<file path="src/design/adc_cfg_pkg.sv">
package adc_cfg_pkg;

    // ------------------------------------------------------------
    // register map (byte addresses, one aligned word each)
    // ------------------------------------------------------------
    localparam logic [7:0] OFS_CONTROL_2 = 8'h00;
    localparam logic [7:0] OFS_PIN_CFG_HIGH = 8'h04;
    localparam logic [7:0] OFS_CORE_CTRL = 8'h08;
    localparam logic [7:0] OFS_CORE_STATUS = 8'h0c;

    // ------------------------------------------------------------
    // control 2 field layout
    // ------------------------------------------------------------
    localparam int REF_LSB = 13;
    localparam int SCAN_BIT = 10;
    localparam int CHANNEL_COUNT_SELECT_LSB = 8;
    localparam int BUFFER_HALF_STATUS_BIT = 7;
    localparam int RATE_LSB = 2;
    localparam int SPLIT_BIT = 1;
    localparam int ALT_BIT = 0;
    localparam logic [15:0] CTRL2_WMASK = 16'he73f;
    localparam logic [15:0] CTRL2_RESET = 16'h0000;
    localparam logic [15:0] PIN_DIGITAL_SELECT_RESET = 16'h0000;

    // core control: bit0 twelve-bit mode, bit1 module disable
    localparam int TWELVE_BIT = 0;
    localparam int DISABLE_BIT = 1;

    // ------------------------------------------------------------
    // reference selections
    // ------------------------------------------------------------
    typedef enum logic [1:0] {
        REF_INTERNAL = 2'h0,
        REF_EXT_POS = 2'h1,
        REF_EXT_NEG = 2'h2,
        REF_EXT_BOTH = 2'h3
    } ref_sel_t;

    typedef enum logic [2:0] {
        BUS_IDLE = 3'h1,
        BUS_WRITE = 3'h2,
        BUS_READ = 3'h4
    } bus_state_t;

    typedef struct packed {
        ref_sel_t ref_sel;
        logic scan_first_slot;
        logic [1:0] channel_count;
        logic use_second_slot;
        logic buffer_second_half;
        logic rate_event;
    } conv_ctrl_t;

endpackage

</file>
<file path="src/design/adc_control.sv">
// The placing of the registers and the AHB-Lite register port were decided locally.
`timescale 1ns/100ps
`default_nettype none

// Contract
// [RQ1] reference select 000/1xx internal, 001 ext+, 010 ext-, 011 both.
// [RQ2] scan bit set scans channel zero positive input in first slot.
// [RQ3] channel count 00 converts channel zero; 01 channels zero and one.
// [RQ4] in twelve-bit mode channel count is unimplemented, reads zero.
// [RQ5] buffer-half status reads 1 while filling second half.
// [RQ6] rate n advances dma address or interrupts every (n+1)th conversion.
// [RQ7] split mode alternates buffer halves per event; else restarts at start.
// [RQ8] alternate bit toggles first/second slot selections per sample.
// [RQ9] pin bit 1: digital mode, port read enabled, mux tied to ground.
// [RQ10] pin bit 0: analog mode, port read disabled, converter samples pin.
// [RQ11] pin config bits 15..0 map to analog inputs 31..16.
// [RQ12] absent inputs keep readable bits but affect no port.
// [RQ13] second converter instance has no high pin config register.
// [RQ14] module disabled: pin bits ignored, all shared pins digital.
// [RQ15] unimplemented control bits ignore writes; fields reset to zero.
module adc_control #(
    parameter int INSTANCE = 1,
    parameter logic [15:0] INPUT_PRESENT = 16'hffff,
    parameter int RATE_W = 4
) (
    input wire logic MCLK,
    input wire logic RSTN,
    input wire logic HSEL,
    input wire logic [31:0] HADDR,
    input wire logic [1:0] HTRANS,
    input wire logic HWRITE,
    input wire logic [2:0] HSIZE,
    input wire logic [31:0] HWDATA,
    input wire logic HREADY,
    output logic [31:0] HRDATA,
    output logic HREADYOUT,
    output logic HRESP,
    input wire logic CONV_DONE,
    output logic [1:0] REF_SEL,
    output logic SCAN_FIRST_SLOT,
    output logic [1:0] CHANNEL_COUNT,
    output logic USE_SECOND_SLOT,
    output logic BUFFER_SECOND_HALF,
    output logic RATE_EVENT,
    output logic [15:0] PIN_DIGITAL,
    output logic [15:0] PORT_READ_EN,
    output logic [15:0] MUX_TO_GROUND
);

    initial begin
        if (INSTANCE < 1 || INSTANCE > 2 || RATE_W != 4) begin
            $error("adc_control: unsupported parameters");
        end
    end

    // ------------------------------------------------------------
    // state
    // ------------------------------------------------------------
    typedef struct packed {
        adc_cfg_pkg::bus_state_t bus;
        logic [7:0] addr;
        logic [15:0] ctrl2;
        logic [15:0] pin_digital_select;
        logic [1:0] core;
        logic buf_half;
        logic alt_slot;
        logic [31:0] rdata;
    } ctl_state_t;

    ctl_state_t st_r;
    ctl_state_t st_nxt;
    logic rate_pulse;
    logic twelve;
    logic disabled;
    logic has_high;
    logic [15:0] ctrl2_view;
    logic [2:0] ref_code;

    assign twelve = st_r.core[adc_cfg_pkg::TWELVE_BIT];
    assign disabled = st_r.core[adc_cfg_pkg::DISABLE_BIT];
    assign has_high = (INSTANCE == 1); // [RQ13]

    // read view of control 2 with live status merged
    always_comb begin
        ctrl2_view = st_r.ctrl2;
        if (twelve) begin
            ctrl2_view[adc_cfg_pkg::CHANNEL_COUNT_SELECT_LSB +: 2] = 2'h0; // [RQ4]
        end
        ctrl2_view[adc_cfg_pkg::BUFFER_HALF_STATUS_BIT] = st_r.buf_half; // [RQ5]
    end

    // ------------------------------------------------------------
    // ahb-lite slave: zero wait states, always okay
    // ------------------------------------------------------------
    logic take;
    logic [15:0] wdata16;

    assign take = HSEL && HREADY && HTRANS[1];
    assign wdata16 = HWDATA[15:0];

    always_comb begin
        st_nxt = st_r;
        st_nxt.bus = adc_cfg_pkg::BUS_IDLE;
        case (st_r.bus)
            adc_cfg_pkg::BUS_WRITE: begin
                case (st_r.addr)
                    adc_cfg_pkg::OFS_CONTROL_2: begin
                        st_nxt.ctrl2 = wdata16 & adc_cfg_pkg::CTRL2_WMASK; // [RQ15]
                    end
                    adc_cfg_pkg::OFS_PIN_CFG_HIGH: begin
                        // absent inputs still store their bit
                        if (has_high) begin
                            st_nxt.pin_digital_select = wdata16; // [RQ12]
                        end
                    end
                    adc_cfg_pkg::OFS_CORE_CTRL: begin
                        st_nxt.core = wdata16[1:0];
                    end
                    default: begin
                    end
                endcase
            end
            adc_cfg_pkg::BUS_IDLE, adc_cfg_pkg::BUS_READ: begin
            end
            default: begin
            end
        endcase
        if (take) begin
            st_nxt.addr = {HADDR[7:2], 2'b00};
            st_nxt.bus = HWRITE ? adc_cfg_pkg::BUS_WRITE
                                : adc_cfg_pkg::BUS_READ;
            case ({HADDR[7:2], 2'b00})
                adc_cfg_pkg::OFS_CONTROL_2:
                    st_nxt.rdata = {16'h0000, ctrl2_view};
                adc_cfg_pkg::OFS_PIN_CFG_HIGH:
                    st_nxt.rdata = {16'h0000, st_r.pin_digital_select};
                adc_cfg_pkg::OFS_CORE_CTRL:
                    st_nxt.rdata = {30'h0, st_r.core};
                adc_cfg_pkg::OFS_CORE_STATUS:
                    st_nxt.rdata = {30'h0, st_r.alt_slot, st_r.buf_half};
                default:
                    st_nxt.rdata = 32'h0000_0000;
            endcase
        end
        // buffer half flips on each event in split mode
        if (!st_r.ctrl2[adc_cfg_pkg::SPLIT_BIT]) begin
            st_nxt.buf_half = 1'b0; // [RQ7]
        end else if (rate_pulse) begin
            st_nxt.buf_half = ~st_r.buf_half; // [RQ7]
        end
        // sample slot alternation
        if (!st_r.ctrl2[adc_cfg_pkg::ALT_BIT]) begin
            st_nxt.alt_slot = 1'b0; // [RQ8]
        end else if (CONV_DONE) begin
            st_nxt.alt_slot = ~st_r.alt_slot; // [RQ8]
        end
    end

    always_ff @(posedge MCLK or negedge RSTN) begin
        if (!RSTN) begin
            st_r.bus <= adc_cfg_pkg::BUS_IDLE;
            st_r.addr <= 8'h00;
            st_r.ctrl2 <= adc_cfg_pkg::CTRL2_RESET; // [RQ15]
            st_r.pin_digital_select <= adc_cfg_pkg::PIN_DIGITAL_SELECT_RESET;
            st_r.core <= 2'h0;
            st_r.buf_half <= 1'b0;
            st_r.alt_slot <= 1'b0;
            st_r.rdata <= 32'h0000_0000;
        end else begin
            st_r <= st_nxt;
        end
    end

    assign HRDATA = st_r.rdata;
    assign HREADYOUT = 1'b1;
    assign HRESP = 1'b0;

    // ------------------------------------------------------------
    // conversion event rate
    // ------------------------------------------------------------
    adc_event_counter #(
        .WIDTH(RATE_W)
    ) u_rate (
        .MCLK(MCLK),
        .RSTN(RSTN),
        .rate(st_r.ctrl2[adc_cfg_pkg::RATE_LSB +: RATE_W]),
        .done(CONV_DONE),
        .event_pulse(rate_pulse)
    );

    // ------------------------------------------------------------
    // converter steering
    // ------------------------------------------------------------
    assign ref_code = st_r.ctrl2[adc_cfg_pkg::REF_LSB +: 3];

    always_comb begin
        case (ref_code)
            3'h1: REF_SEL = adc_cfg_pkg::REF_EXT_POS; // [RQ1]
            3'h2: REF_SEL = adc_cfg_pkg::REF_EXT_NEG; // [RQ1]
            3'h3: REF_SEL = adc_cfg_pkg::REF_EXT_BOTH; // [RQ1]
            default: REF_SEL = adc_cfg_pkg::REF_INTERNAL; // [RQ1]
        endcase
    end

    assign SCAN_FIRST_SLOT = st_r.ctrl2[adc_cfg_pkg::SCAN_BIT]; // [RQ2]
    // 12-bit mode is single channel only
    assign CHANNEL_COUNT = ctrl2_view[adc_cfg_pkg::CHANNEL_COUNT_SELECT_LSB +: 2]; // [RQ3]
    assign USE_SECOND_SLOT = st_r.alt_slot; // [RQ8]
    assign BUFFER_SECOND_HALF = st_r.buf_half; // [RQ7]
    assign RATE_EVENT = rate_pulse; // [RQ6]

    // ------------------------------------------------------------
    // pin configuration, bit i drives analog input 16+i
    // ------------------------------------------------------------
    genvar i;
    generate
        for (i = 0; i < 16; i++) begin : g_pin
            logic dig;
            // absent or disabled: digital, no analog path
            assign dig = disabled || !has_high || !INPUT_PRESENT[i]
                         || st_r.pin_digital_select[i]; // [RQ9] [RQ11] [RQ12] [RQ14]
            assign PIN_DIGITAL[i] = dig; // [RQ9] [RQ10]
            assign PORT_READ_EN[i] = dig; // [RQ10]
            assign MUX_TO_GROUND[i] = dig; // [RQ9]
        end
    endgenerate

    // ------------------------------------------------------------
    // checks
    // ------------------------------------------------------------
    a_channel_count_select_twelve_zero: assert property (@(posedge MCLK) disable iff (!RSTN)
        twelve |-> CHANNEL_COUNT == 2'h0) // [RQ4]
        else $error("channel count not zero in twelve-bit mode");

    a_disable_digital: assert property (@(posedge MCLK) disable iff (!RSTN)
        disabled |-> PIN_DIGITAL == 16'hffff) // [RQ14]
        else $error("pins not digital while disabled");

    a_split_toggle: assert property (@(posedge MCLK) disable iff (!RSTN)
        (rate_pulse && st_r.ctrl2[adc_cfg_pkg::SPLIT_BIT]
         && !(st_r.bus == adc_cfg_pkg::BUS_WRITE
              && st_r.addr == adc_cfg_pkg::OFS_CONTROL_2))
        |=> BUFFER_SECOND_HALF != $past(BUFFER_SECOND_HALF)) // [RQ7]
        else $error("buffer half did not alternate");

    a_alt_off_first: assert property (@(posedge MCLK) disable iff (!RSTN)
        !st_r.ctrl2[adc_cfg_pkg::ALT_BIT] |=> !USE_SECOND_SLOT
        || st_r.ctrl2[adc_cfg_pkg::ALT_BIT]) // [RQ8]
        else $error("second slot used with alternation off");

    a_ctrl2_mask: assert property (@(posedge MCLK) disable iff (!RSTN)
        (st_r.ctrl2 & ~adc_cfg_pkg::CTRL2_WMASK) == 16'h0000) // [RQ15]
        else $error("unimplemented control bit stored");

    a_ref_decode: assert property (@(posedge MCLK) disable iff (!RSTN)
        ref_code[2] |-> REF_SEL == adc_cfg_pkg::REF_INTERNAL) // [RQ1]
        else $error("upper reference codes not internal");

    a_pin_analog: assert property (@(posedge MCLK) disable iff (!RSTN)
        (!disabled && has_high && INPUT_PRESENT[0] && !st_r.pin_digital_select[0])
        |-> !PORT_READ_EN[0] && !MUX_TO_GROUND[0]) // [RQ10]
        else $error("analog pin has digital path");

    a_read_buffer_half_status: assert property (@(posedge MCLK) disable iff (!RSTN)
        (take && !HWRITE && HADDR[7:0] == adc_cfg_pkg::OFS_CONTROL_2)
        |=> HRDATA[adc_cfg_pkg::BUFFER_HALF_STATUS_BIT] == $past(st_r.buf_half)) // [RQ5]
        else $error("status bit read wrong");

endmodule

`default_nettype wire

</file>
<file path="src/design/adc_event_counter.sv">
`timescale 1ns/100ps
`default_nettype none

// counts completed conversions, flags every (n+1)th one
module adc_event_counter #(
    parameter int WIDTH = 4
) (
    input wire logic MCLK,
    input wire logic RSTN,
    input wire logic [WIDTH-1:0] rate,
    input wire logic done,
    output logic event_pulse
);

    initial begin
        if (WIDTH < 1 || WIDTH > 8) begin
            $error("adc_event_counter: WIDTH out of range");
        end
    end

    typedef struct packed {
        logic [WIDTH-1:0] count;
        logic pulse;
    } cnt_state_t;

    cnt_state_t st_r;
    cnt_state_t st_nxt;

    always_comb begin
        st_nxt = st_r;
        st_nxt.pulse = 1'b0;
        if (done) begin
            if (st_r.count >= rate) begin // [RQ6]
                st_nxt.count = '0;
                st_nxt.pulse = 1'b1;
            end else begin
                st_nxt.count = st_r.count + 1'b1;
            end
        end
    end

    always_ff @(posedge MCLK or negedge RSTN) begin
        if (!RSTN) begin
            st_r <= '0;
        end else begin
            st_r <= st_nxt;
        end
    end

    assign event_pulse = st_r.pulse;

    a_rate_zero_each: assert property (@(posedge MCLK) disable iff (!RSTN)
        (done && rate == '0) |=> event_pulse) // [RQ6]
        else $error("rate zero must flag every conversion");

endmodule

`default_nettype wire

</file>
<file path="config.mk">
export PLATFORM = sky130hd
export DESIGN_NAME = adc_control
export DESIGN_NICKNAME = d
export VERILOG_FILES = /design/src/design/adc_cfg_pkg.sv /design/src/design/adc_control.sv /design/src/design/adc_event_counter.sv
export SDC_FILE = /design/constraint.sdc
export NUM_CORES = 1
export LEC_CHECK = 0
export BUFFER_PORTS_ARGS = -buffer_cell sky130_fd_sc_hd__buf_4
export CORE_ASPECT_RATIO = 0.75
export CORE_MARGIN = 2
export CORE_UTILIZATION = 50
export CTS_CLUSTER_DIAMETER = 30
export DETAILED_ROUTE_END_ITERATION = 12
export PLACE_DENSITY = 0.85
export SLEW_MARGIN = 15
export SYNTH_ARGS = -nofsm -noshare
export SYNTH_HDL_FRONTEND = slang
export SYNTH_SLANG_ARGS = --single-unit
export TNS_END_PERCENT = 5
</file>
<file path="constraint.sdc">
create_clock -name MCLK -period 5.6 [get_ports MCLK]
set_clock_uncertainty 0.15 [all_clocks]
set_input_delay 0.28 -clock MCLK [delete_from_list [all_inputs] [get_ports MCLK]]
set_output_delay 0.28 -clock MCLK [all_outputs]
set_load 0.03 [all_outputs]
</file>
* Yosys cells after proc, flatten, opt, wreduce, memory -nomap -nowiden *
Cells that the tools add are included.

word-level totals
  word-level logic and storage cells = 60
  register bits after elaboration = 78
  bits of input ports = 75
  output and inout port bits = 90

cells by class
  bitwise operators = 2
  equal/unequal tests = 11
  add/subtract/negate cells = 1
  order comparisons = 1
  reduce and logical (&&, ||, !) cells = 23
  muxes and demuxes = 12

operators by type and width
  operator               number
  $pmux W16 S4           1
  $eq A6 B2 Y1 const B   3
  $logic_or A1 B1 Y1     16
  $eq A6 B1 Y1 const B   2
  $mux W11               1
  $eq A3 B2 Y1 const B   3
  $logic_not A8 Y1       1
  $logic_not A6 Y1       1
  $mux W1                6
  $pmux W2 S3            1
  $reduce_and A2 Y1      3
  $add A4 B1 Y4 const B  1
  $ge A4 B4 Y1           1
  $mux W4                1
  $eq A3 B1 Y1 const B   1
  $mux W3                1
  $logic_and A1 B1 Y1    2
  $mux W2                1
  $ne A2 B1 Y1 const B   1
  $ne A2 B2 Y1 const B   1
  $not A1 Y1             2

* Longest topological paths before layout *
  depth after elaboration = 3
  depth in mapped cells = 6
  depth with buffers taken out = 6

* Cells and area by module *
Synthesis repeated with hierarchy kept, for this count alone.

second synthesis, totals
  cell total of the unflattened synthesis = 320
  area, all modules = 3,503.4 µm²

by module, submodules not included
  module             sequential area each (µm²)  area an instance (µm²)  times used  cells each
  adc_control        1,427.6                     3,173.0                 1           286
  adc_event_counter  125.1                       330.3                   1           34

* Worst setup path after synthesis *
Ideal clock, no wire load.

  path kind = register -> register
  start = register st_r[74] in the netlist's numbering
  end = register st_r, in the netlist SCAN_FIRST_SLOT
  setup slack = 3.432 ns
  buffers on the path = 1
  library setup time = 0.125 ns
  required time = 5.325 ns
  clock period less this slack = 2.168 ns
  cell stages (with the launch flop) = 6
  data arrival time = 1.893 ns
  cells stage by stage = dfrtp_1 -> or4b_4 -> nor4_4 -> nor3b_4 -> buf_6 -> mux2_2

on the way
  cells in the longest elaborated chain, start to end = 2

RTL lines
  what                         line                text
  start, declared              adc_control.sv:70   ctl_state_t st_r;
  start signal, assigned       adc_control.sv:170  st_r <= st_nxt;
  $logic_not A8 Y1             adc_control.sv:106  case (st_r.addr)
  $reduce_and A2 Y1 (no line)  n/a

Every way passes these cells.
A chain may end at the register's enable or synchronous reset.

* Worst setup path in the final report *
  start = input port HADDR[5]
  end = register st_r, in the netlist HRDATA[14]

on the way
  cells in the longest elaborated chain, start to end = 2
  elaborated cells on any way between the ends = 5
  classes of those cells = 3 x eq/ne; 1 x mux; 1 x reduce/logical

RTL lines
  what                                  line                text
  start, declared                       adc_control.sv:29   input wire logic [31:0] HADDR,
  $eq A6 B2 Y1 (tied with other cells)  adc_control.sv:132  case ({HADDR[7:2], 2'b00})
  $pmux W16 S4 (*)                      adc_control.sv:132

Mark *: on every way between the ends. The rest lies on a longest branch, timed or not.

==> flow_summary.toml <==
[power_and_ir_drop]
leakage_uw = 0.00200
powerDensity_mw_per_mm2 = 284
finalPower_uw = 1130
irDropWorstVdd_v = 0.000144

[global_route]
grtUsageTotal_pct = 18.0
grt_max_degree = 63
grt_pass1_wl_um = 10700
grt_pass1_vias = 2130
antenna_found_initial = 0
grt_overflow = 0

[detailed_routing]
drc = 0
drt_first_pass_iters = 4
routed_wl_um = 6580
via_per_inst = 4.95
ant_nets = 0
wl_per_cell_um = 14.6
drt_iter0_drc = 122
vias = 2227

[worst_setup_path]
path_buf_inv = 2
path_max_fanout = 11
crit_path_end_kind = "flip-flop"
cp.arrival_ps = 2640
crit_chain = "dlygate4sd3_1 > buf_4 > nor4_1 > nand2b_1 > o31ai_1"
cp.required_ps = 5660
cpPeakStageDelay_ps = 680
worstSetupStartpointType = "primary input"
crit_family = "simple AND/OR/NAND/NOR gates"
slowest_stage = "nor4_1"
path_class = "in -> reg"

[synthesis]
async_reset_ff_share_pct = 100
synth_edf_count = 0
synth_cell_type_count = 34
yosys-top-cells-count = "buf_4 (84), dfrtp_1 (61), nand2_1 (42), mux2_2 (30), or2_2 (16)"
synth_mux_area_share_pct = 14.2
post-synth-top-count-cell = "buf_4"
synth_adder_area_share_pct = 1.81
synth_top_family_by_area = "buffers and inverters"
synth_area_leaders = "dfrtp_1 (44%), buf_4 (18%), mux2_2 (9.8%)"
synth-seq-cells = 62
synth_compound_area_share_pct = 4.37
syn_inst = 323
synth-seq-area-share_pct = 44.9
syn_area_sq_mm = 0.00346
yosys.area_share.simple_pct = 13.3
synth_xor_area_share_pct = 0.506
yosys_warnings = 0
yosysTopAreaCellShare_pct = 44.1
synthFlopType = "dfrtp_1"
synth_top_area_cell = "dfrtp_1"
postSynthAreaPerCell_sq_um = 10.7

[run_status]
outcome = "finished clean"

[finish]
syn_to_final_growth_pct = 15.1
drive_gt1_share_pct = 45.9
design_area_sq_mm = 0.00398
antenna_cells = 0
nNetsFinal = 441

[placed_design]
gp_congestion = 0.754
place_area_sq_mm = 0.00369
io_buffers = 100
dp_hpwl_um = 4630

[timing]
fin_crit_sh_pct = 46.2
slew_violations = 0
setup_viol = 0
slew_headroom_pct = 37.7
fmax_mhz = 387
max_slew.worst_pin.slew_ps = 928
whs_ps = 24.6
hold_viol = 0
rsz0062_at_grt = "no"
setup_tns_ps = 0
fin_crit_ps = 2590

[hold_path]
hold_path.class = "in -> reg"

[job]
drv_cap = 0

[cts]
htree_levels = 3
clk_latency_ps = 340
cts_made_buffers = 9
cts.sinks = 62
cts_resized = 0
clockBufferDepth = 2
path_clk_slew_ps = 70
cts_tree = "yes"
cts-root-buf = "clkbuf_8"

[die]
io_pins = 165
fp-row-count = 26
core_area_sq_mm = 0.00677
start_util_pct = 51.1
die_h_um = 76.1
die_area_sq_mm = 0.00761
dieWidth_um = 100
==> layout make-up <==
cell class	instances	area (sq um)
inverter	8	30.0
multi-input combinational	174	1250
sequential	62	1550
clock inverter	3	65.1
fill	549	2780
clock buffer	13	169
timing repair buffer	106	811
tap	84	105
==> state kept, by name (all words and copies together), names as in the netlist <==
signal              count
u_rate.st_r             4
HRDATA                 16
BUFFER_SECOND_HALF      1
ctrl2_view              9
st_r                   28
SCAN_FIRST_SLOT         1
disabled                1
u_rate.event_pulse      1
USE_SECOND_SLOT         1
==> where the power goes <==
group	internal, uW	switching (uW)
Clock	287	172
Combinational	69.9	110
Sequential	470	21.9
Total	827	304
==> path summary, 6_finish.rpt <==
path	startpoint	end	slack, ps	depth (start not counted)
worst max-delay path	HADDR[5]	HRDATA[14]	3010	5
worst min-delay path	HADDR[3]	st_r[71]	20	3
worst max register to register	st_r[74]	ctrl2_view[4]	3040	4
worst min register to register	HRDATA[10]	HRDATA[10]	330	2
max in group asynchronous	RSTN	st_r[48]	4390	2
min in group asynchronous	RSTN	HRDATA[8]	410	2
==> tightest hold or removal path, cell delays in order <==
cell     delay, ps
buf_4          100
nand2_1         50
nand2_1         50
==> layout by cell type (no fill, tap or decap), types with 2 or more instances in the layout <==
cell           instances
a21oi_1                3
and2_1                 4
buf_4                100
bufinv_16              2
clkbuf_8              12
conb_1                18
dfrtp_1               61
dlygate4sd3_1          6
ha_1                   5
inv_1                  7
mux2_2                30
mux2i_1               11
mux4_2                 2
nand2_1               42
nand2b_1               3
nand3_1                4
nand3b_1               2
nor2b_1                4
o21ai_0                5
o22ai_1                2
o31ai_1               11
or2_2                 16
xor2_1                 2
==> cell families (layout without fill, tap and decap cells) <==
| kind of cell | count (synthesis) | in the layout |
|---|---|---|
| multiplexers | 43 | 43 |
| AO/OA/AOI/OAI | 23 | 23 |
| XOR/XNOR | 2 | 2 |
| flip-flops | 62 | 62 |
| other | 2 | 18 |
| AND/OR/NAND/NOR | 83 | 83 |
| adder cells (fa/ha/maj) | 5 | 5 |
| buffers and inverters | 103 | 130 |
==> through the flow <==
step           util [%]  worst slack, ps  instances
6_report           58.9             3010        450
5_1_grt            58.9             2950        450
4_1_cts            58.9             3000        450
3_5_place_dp       54.5             3000        428
3_3_place_gp       54.5             3060        428
2_1_floorplan         -             3430        339
==> what timing repair did <==
| item | 4_1_cts | 5_1_grt |
|---|---|---|
| hold buffers | 6 | 0 |
| hold endpoints to repair | 67 | 0 |
| buffers inserted | 0 | 0 |
==> per-layer routing <==
metal	global-route usage [%]	vias to the layer above	wire length [um]
li1	-	1046	-
met2	27.2	89	3080
met1	23.8	1086	2950
met5	0	-	0
met3	8.26	6	514
met4	4.11	0	37
(Power assumes the default switching activity.)
